$ cat src/reqm_pkg.sv
package reqm_pkg;
    localparam logic [7:0] REQM_OFS_BOOST = 8'h03;
    localparam logic [7:0] REQM_OFS_LRBYP = 8'h0D;
    localparam logic [7:0] REQM_OFS_CFG = 8'h13;
    localparam logic [7:0] REQM_OFS_OVR = 8'h2D;
    localparam logic [7:0] REQM_OFS_MUX = 8'h31;
    localparam logic [7:0] REQM_OFS_APPLIED = 8'h52;
    localparam logic [7:0] REQM_OFS_STATUS = 8'h54;
    localparam logic [7:0] REQM_OFS_MASK = 8'h56;
    localparam logic [7:0] REQM_OFS_GLOBAL = 8'hFF;
    localparam logic [7:0] REQM_RST_BOOST = 8'h80;
    localparam logic [7:0] REQM_RST_LRBYP = 8'h00;
    localparam logic [7:0] REQM_RST_CFG = 8'h90;
    localparam logic [7:0] REQM_RST_OVR = 8'h88;
    localparam logic [7:0] REQM_RST_MUX = 8'h00;
    localparam logic [7:0] REQM_RST_MASK = 8'h00;
    localparam logic [7:0] REQM_RST_GLOBAL = 8'h00;
    localparam int REQM_BIT_AUTO_BYP = 0;
    localparam int REQM_BIT_MAN_BYP = 1;
    localparam int REQM_BIT_EQ_PD = 3;
    localparam int REQM_BIT_SD1_PD = 5;
    localparam int REQM_BIT_SD0_PD = 6;
    localparam int REQM_BIT_OVR = 3;
    localparam int REQM_BIT_LOS_SEL = 5;
    localparam int REQM_BIT_SEL_HI = 1;
    // status/mask bit positions
    localparam int REQM_EV_LOCK = 6;
    localparam int REQM_EV_DET1 = 5;
    localparam int REQM_EV_DET0 = 4;
    localparam int REQM_EV_EYE = 3;
    localparam int REQM_EV_LOCKLOSS = 2;
    localparam int REQM_EV_LOSS1 = 1;
    localparam int REQM_EV_LOSS0 = 0;
    localparam int REQM_ST_SIGDET = 7;
endpackage : reqm_pkg

$ cat src/reqm_regs.sv
`timescale 1ns/1ps
module reqm_regs
    import reqm_pkg::*;
(
    input wire logic clk_sys_in,
    input wire logic rst_in,
    input wire logic wr_en_in,
    input wire logic rd_en_in,
    input wire logic [7:0] addr_in,
    input wire logic [7:0] wdata_in,
    output logic [7:0] rdata_out,
    input wire logic adapt_valid_in,
    input wire logic [7:0] adapt_boost_in,
    input wire logic lock_in,
    input wire logic det0_in,
    input wire logic det1_in,
    input wire logic eye_thresh_in,
    output logic [7:0] applied_boost_out,
    output logic low_rate_bypass_out,
    output logic late_stage_bypass_out,
    output logic first_detector_powerdown_out,
    output logic second_detector_powerdown_out,
    output logic first_eq_powerdown_out,
    output logic second_eq_powerdown_out,
    output logic second_input_selected_out,
    output logic irq_out,
    output logic los_pin_out
);
    logic [7:0] eq_stage_boost;
    logic [7:0] low_rate_eq_bypass;
    logic [7:0] eq_bypass_power_config;
    logic [7:0] boost_override_reg;
    logic [7:0] mux_config;
    logic [7:0] interrupt_enable_mask;
    logic [7:0] global_control;
    logic [7:0] int_status;
    logic [1:0] lock_sync;
    logic [1:0] det0_sync;
    logic [1:0] det1_sync;
    logic [1:0] eye_sync;
    logic lock_q;
    logic det0_q;
    logic det1_q;
    logic eye_q;
    logic [7:0] next_rdata;
    logic [6:0] events;
    logic boost_override;
    logic channel_select_hi;
    logic sel_det;
    logic status_read;

    ////////////////////////////////////////////////////////////////////////
    // input synchronisers and edge history
    always_ff @(posedge clk_sys_in) begin
        if (rst_in) begin
            lock_sync <= 2'h0;
            det0_sync <= 2'h0;
            det1_sync <= 2'h0;
            eye_sync <= 2'h0;
            lock_q <= 1'b0;
            det0_q <= 1'b0;
            det1_q <= 1'b0;
            eye_q <= 1'b0;
        end else begin
            lock_sync <= {lock_sync[0], lock_in};
            det0_sync <= {det0_sync[0], det0_in};
            det1_sync <= {det1_sync[0], det1_in};
            eye_sync <= {eye_sync[0], eye_thresh_in};
            lock_q <= lock_sync[1];
            det0_q <= det0_sync[1];
            det1_q <= det1_sync[1];
            eye_q <= eye_sync[1];
        end
    end

    assign boost_override = boost_override_reg[REQM_BIT_OVR];
    assign channel_select_hi = mux_config[REQM_BIT_SEL_HI];
    assign sel_det = channel_select_hi ? det1_sync[1] : det0_sync[1];
    assign status_read = rd_en_in && (addr_in == REQM_OFS_STATUS);

    always_comb begin
        events = 7'h00;
        events[REQM_EV_LOCK] = lock_sync[1] & ~lock_q;
        events[REQM_EV_DET1] = det1_sync[1] & ~det1_q;
        events[REQM_EV_DET0] = det0_sync[1] & ~det0_q;
        events[REQM_EV_EYE] = eye_sync[1] & ~eye_q;
        events[REQM_EV_LOCKLOSS] = ~lock_sync[1] & lock_q;
        events[REQM_EV_LOSS1] = ~det1_sync[1] & det1_q;
        events[REQM_EV_LOSS0] = ~det0_sync[1] & det0_q;
    end

    ////////////////////////////////////////////////////////////////////////
    // writable registers
    always_ff @(posedge clk_sys_in) begin
        if (rst_in) begin
            low_rate_eq_bypass <= REQM_RST_LRBYP;
            eq_bypass_power_config <= REQM_RST_CFG;
            boost_override_reg <= REQM_RST_OVR;
            mux_config <= REQM_RST_MUX;
            interrupt_enable_mask <= REQM_RST_MASK;
            global_control <= REQM_RST_GLOBAL;
        end else if (wr_en_in) begin
            unique case (addr_in)
                REQM_OFS_LRBYP: low_rate_eq_bypass <= wdata_in;
                REQM_OFS_CFG: eq_bypass_power_config <= wdata_in;
                REQM_OFS_OVR: boost_override_reg <= wdata_in;
                REQM_OFS_MUX: mux_config <= wdata_in;
                REQM_OFS_MASK: interrupt_enable_mask <= wdata_in;
                REQM_OFS_GLOBAL: global_control <= wdata_in;
                default: ;
            endcase
        end
    end

    always_ff @(posedge clk_sys_in) begin
        if (rst_in) begin
            eq_stage_boost <= REQM_RST_BOOST;
        end else if (wr_en_in && addr_in == REQM_OFS_BOOST) begin
            eq_stage_boost <= wdata_in;
        end else if (adapt_valid_in && !boost_override) begin
            eq_stage_boost <= adapt_boost_in;
        end
    end

    ////////////////////////////////////////////////////////////////////////
    // sticky status bits 6:0, set beats read clear; bit 7 follows the selected detect
    always_ff @(posedge clk_sys_in) begin
        if (rst_in) begin
            int_status <= 8'h00;
        end else begin
            int_status[6:0] <= (status_read ? 7'h00 : int_status[6:0]) | events;
            int_status[REQM_ST_SIGDET] <= sel_det;
        end
    end

    ////////////////////////////////////////////////////////////////////////
    // read mux
    always_comb begin
        unique case (addr_in)
            REQM_OFS_BOOST: next_rdata = eq_stage_boost;
            REQM_OFS_LRBYP: next_rdata = low_rate_eq_bypass;
            REQM_OFS_CFG: next_rdata = eq_bypass_power_config;
            REQM_OFS_OVR: next_rdata = boost_override_reg;
            REQM_OFS_MUX: next_rdata = mux_config;
            REQM_OFS_APPLIED: next_rdata = applied_boost_out;
            REQM_OFS_STATUS: next_rdata = int_status;
            REQM_OFS_MASK: next_rdata = interrupt_enable_mask;
            REQM_OFS_GLOBAL: next_rdata = global_control;
            default: next_rdata = 8'h00;
        endcase
    end

    always_ff @(posedge clk_sys_in) begin
        if (rst_in) begin
            rdata_out <= 8'h00;
        end else if (rd_en_in) begin
            rdata_out <= next_rdata;
        end
    end

    ////////////////////////////////////////////////////////////////////////
    // equalizer controls
    always_ff @(posedge clk_sys_in) begin
        if (rst_in) begin
            applied_boost_out <= REQM_RST_BOOST;
            low_rate_bypass_out <= 1'b0;
            late_stage_bypass_out <= 1'b0;
            first_detector_powerdown_out <= 1'b0;
            second_detector_powerdown_out <= 1'b0;
            first_eq_powerdown_out <= 1'b1;
            second_eq_powerdown_out <= 1'b1;
            second_input_selected_out <= 1'b0;
        end else begin
            applied_boost_out <= boost_override ? eq_stage_boost : adapt_boost_in;
            low_rate_bypass_out <= low_rate_eq_bypass[REQM_BIT_AUTO_BYP]
                | eq_bypass_power_config[REQM_BIT_MAN_BYP];
            late_stage_bypass_out <= eq_bypass_power_config[REQM_BIT_MAN_BYP];
            first_detector_powerdown_out <= eq_bypass_power_config[REQM_BIT_SD0_PD];
            second_detector_powerdown_out <= eq_bypass_power_config[REQM_BIT_SD1_PD];
            // selected eq powered unless the eq power-down bit is set, other always down
            first_eq_powerdown_out <= channel_select_hi
                | eq_bypass_power_config[REQM_BIT_EQ_PD];
            second_eq_powerdown_out <= !channel_select_hi
                | eq_bypass_power_config[REQM_BIT_EQ_PD];
            second_input_selected_out <= channel_select_hi;
        end
    end

    ////////////////////////////////////////////////////////////////////////
    // interrupt level, loss pin select
    always_ff @(posedge clk_sys_in) begin
        if (rst_in) begin
            irq_out <= 1'b0;
            los_pin_out <= 1'b0;
        end else begin
            irq_out <= |(int_status[6:0] & interrupt_enable_mask[6:0]);
            los_pin_out <= global_control[REQM_BIT_LOS_SEL]
                ? |(int_status[6:0] & interrupt_enable_mask[6:0]) : sel_det;
        end
    end
endmodule : reqm_regs

$ cat config.mk
export PLATFORM = sky130hd
export DESIGN_NAME = reqm_regs
export DESIGN_NICKNAME = d
export VERILOG_FILES = /design/src/reqm_pkg.sv /design/src/reqm_regs.sv
export SDC_FILE = /design/constraint.sdc
export NUM_CORES = 1
export LEC_CHECK = 0
export BUFFER_PORTS_ARGS = -buffer_cell sky130_fd_sc_hd__clkbuf_2
export CAP_MARGIN = 20
export CORE_MARGIN = 8
export CORE_UTILIZATION = 50
export DETAILED_ROUTE_END_ITERATION = 10
export GPL_TIMING_DRIVEN = 0
export HOLD_SLACK_MARGIN = 0.15
export PLACE_DENSITY = 0.74
export SETUP_SLACK_MARGIN = 0.4
export SYNTH_ARGS = -nofsm -noshare
export SYNTH_HDL_FRONTEND = slang
export SYNTH_SLANG_ARGS = --single-unit
$ cat constraint.sdc
create_clock -name clk_sys_in -period 2.05 [get_ports clk_sys_in]
set_input_delay 0.41 -clock clk_sys_in [delete_from_list [all_inputs] [get_ports clk_sys_in]]
set_output_delay 0.41 -clock clk_sys_in [all_outputs]
set_load 0.03 [all_outputs]
==> impl_metrics.csv <==
group,metric,value,unit
timing,slew_headroom,51.3,%
run_status,run_status,"finished clean",
global_route,grt_overflow,0,
clocking,clock_edge_transition_at_the_registers_on_the_reported_setup_and_hold_paths,0.09,ns
global_route,grt_util_all_layers,21.2,%
die,die_h,108,um
yosys,synthMuxAreaShare,16.2,%
setup_path,worst-setup-path-type,"in -> reg",
timing,unrepaired_setup_endpoints_after_global_routing,"true",
timing,layout_worst_path_cycle_share,89.4,%
cells_and_area,area.growth.synth_to_final,28.0,%
yosys,synthAdderAreaFrac,0,%
setup_path,worst-endpoint-arrival,2.06,ns
timing,timing_hold_violations_final,0,
timing,final-setup-viol-count,0,
route,drc,0,
clocking,clock_tree.htree_level_count,3,
yosys,synth.top_cell.area_share,48.0,%
setup_path,start_kind,"primary input",
cells_and_area,fin_util,65.9,%
power_and_ir_drop,irDropWorstVdd,0.600,mV
placed_design,gp_congestion,0.938,
yosys,netlist.top_cell.by_area,"sky130_fd_sc_hd__dfxtp_1",
die,rows,33,
yosys,most_frequent_cell_after_synthesis,"sky130_fd_sc_hd__dfxtp_1",
yosys,synthCells,432,
setup_path,cp_data_required_time,2.28,ns
yosys,synth_simple_gate_area_share,18.7,%
timing,final.setup_skew,0.0121,ns
placed_design,portBuffers,55,
cells_and_area,filler_cell_count,662,
clocking,clockBufferDepth,2,
cells_and_area,final_design_area_no_fill,5390,um2
yosys,synth_edf_count,0,
timing,finalHoldWorstSlack,0.244,ns
yosys,syn-mean-instance-area,9.75,um2
global_route,antenna_found_initial,0,
global_route,via_count_of_the_first_global_routing_pass,3709,
clocking,cts_made_buffers,9,
route,detail_route.wirelength,12600,um
yosys,synth_top_flop_cell,"sky130_fd_sc_hd__dfxtp_1",
setup_path,end_kind,"flip-flop",
die,starting_density,51.5,%
route,drt.antenna.violating_nets,0,
die,die_area,11600,um2
clocking,cts_root_buffer,"sky130_fd_sc_hd__clkbuf_8",
route,detail_route.first_pass.iterations,5,
clocking,insertion_delay,0.37,ns
yosys,yosys.cell_types.count,43,
run,timing.max_cap.violations,0,
clocking,tritoncts,"yes",
yosys,synth_fp_nets,465,
timing,tightest_slew,0.730,ns
route,routed_via_density,5.99,
yosys,synth_compound_gate_area_share,14.4,%
die,fp.coreArea,8180,um2
clocking,clock-sinks,101,
yosys,synth-seq-area-share,48.0,%
placed_design,place_hpwl,8610,um
route,first_iter_violations,358,
power_and_ir_drop,static-leakage-power,2.33,nW
timing,maxClockFrequency,546,MHz
die,pin_count,58,
cells_and_area,finish.net_count,554,
global_route,global_route_wire_length_before_repair,19400,um
route,post_drt_wl_per_cell,20.0,um
worst_hold_path,hp-class,"in -> reg",
route,total_vias_in_the_final_route,3771,
placed_design,placed_area,4770,um2
cells_and_area,post_route_cells_drive_above_1_share,30.1,%
timing,final.setup.tns,0,ns
timing,slew_viol_final,0,
yosys,synth_async_sr_flop_share,0,%
power_and_ir_drop,power.total,3.44,mW
timing,finalCriticalPeriod,1.83,ns
global_route,pin_count_of_the_biggest_net_entering_global_routing,17,
yosys,yosysWarningCount,0,
power_and_ir_drop,power-per-cell-area,638,nW/um2
yosys,synth_top_family_by_area,"simple AND/OR/NAND/NOR gates",
yosys,synth_top_cells_by_count,"101 x sky130_fd_sc_hd__dfxtp_1, 69 x sky130_fd_sc_hd__nor2_1, 59 x sky130_fd_sc_hd__mux2i_1, 28 x sky130_fd_sc_hd__nor2b_1, 20 x sky130_fd_sc_hd__a21oi_1",
yosys,synth.area.top_cells,"sky130_fd_sc_hd__dfxtp_1 48%, sky130_fd_sc_hd__mux2i_1 14%, sky130_fd_sc_hd__nor2_1 6.1%, sky130_fd_sc_hd__nor2b_1 4.2%, sky130_fd_sc_hd__a22o_1 3.3%",
setup_path,critical_path.max_fanout,8,
yosys,synth.cell_area,4210,um2
die,die_width,108,um
yosys,synthXorXnorAreaFrac,0,%
cells_and_area,antenna_cells,0,
yosys,synth-seq-cells,101,
[cell type report]
cell class	instances	area, um2	share of cell area (%)
inverters	2	7.51	0.139
repair buffers	78	562	10.4
clock inverters	4	31.3	0.580
plain buffers	25	156	2.90
multi-input cells	304	2340	43.4
clock buffers	11	141	2.62
flip-flops and latches	101	2020	37.5
well taps	105	131	2.44
[placed cells by master, fill, tap and decap left out, drive strengths merged]
master  count
a211oi      8
a21o        5
a21oi      20
a221o       3
a221oi      4
a222oi      3
a22o       16
a22oi      11
a31oi       2
a32o        4
and3        1
buf        38
clkbuf     76
clkinv      1
dfxtp     101
inv         5
mux2        8
mux2i      59
nand2      19
nand2b      1
nand3      11
nand3b      2
nand4       3
nor2       71
nor2b      28
nor3        7
nor3b       2
nor4b       1
o21ai       5
o22ai       1
o311ai      1
or3         1
or3b        2
or4         2
or4b        2
or4bb       1
[worst paths after layout]
check                        start                     to  slack [ns]  cells after the start
max reg2reg  boost_override_reg[3]      eq_stage_boost[7]        0.44                      5
min                        det1_in           det1_sync[0]        0.24                      2
min reg2reg            eye_sync[0]            eye_sync[1]        0.45                      1
max                     addr_in[7]  low_rate_eq_bypass[5]        0.22                      7
[per-stage QoR]
stage                     cells  setup WS (ns)
after detailed placement    592         -0.364
final                       630          0.218
after global routing        630          0.202
after CTS                   619          0.245
after floorplan             432         0.0564
after global placement      592         -0.371
[repair_timing]
action	in CTS	in global routing
gates resized for setup	33	30
gates cloned	1	1
hold buffers	0	0
setup endpoints to repair	49	70
pin swaps	9	15
setup buffers	11	10
[cells by family after synthesis]
logic type	count (synthesis)
buffers and inverters	27
flip-flops	101
AND/OR/NAND/NOR	154
AO/OA/AOI/OAI	83
multiplexers	67
[critical path: stages]
cell and delay (ns):
sky130_fd_sc_hd__buf_8 0.10, sky130_fd_sc_hd__or4b_4 0.52, sky130_fd_sc_hd__buf_6 0.13, sky130_fd_sc_hd__or4_4 0.47
sky130_fd_sc_hd__buf_6 0.17, sky130_fd_sc_hd__mux2i_1 0.18, sky130_fd_sc_hd__nor2_1 0.07
[layer usage]
layer / wire length, um / track usage (%) / share of wire [%] / vias to the layer above
met3: 1060 / 4.85 / 8.4 / 38
met2: 5800 / 32.9 / 46 / 184
met4: 382 / 8.72 / 3.0 / 0
li1: - / - / - / 1732
met1: 5340 / 27.5 / 42 / 1817
met5: 0 / 0 / 0 / -
[power by group]
| group | switching, mW | internal (mW) | leakage [nW] |
|---|---|---|---|
| logic | 0.177 | 0.107 | 1.42 |
| clock network | 0.684 | 0.480 | 0.0906 |
| registers | 0.0133 | 1.98 | 0.817 |
(Power assumes the default switching activity.)
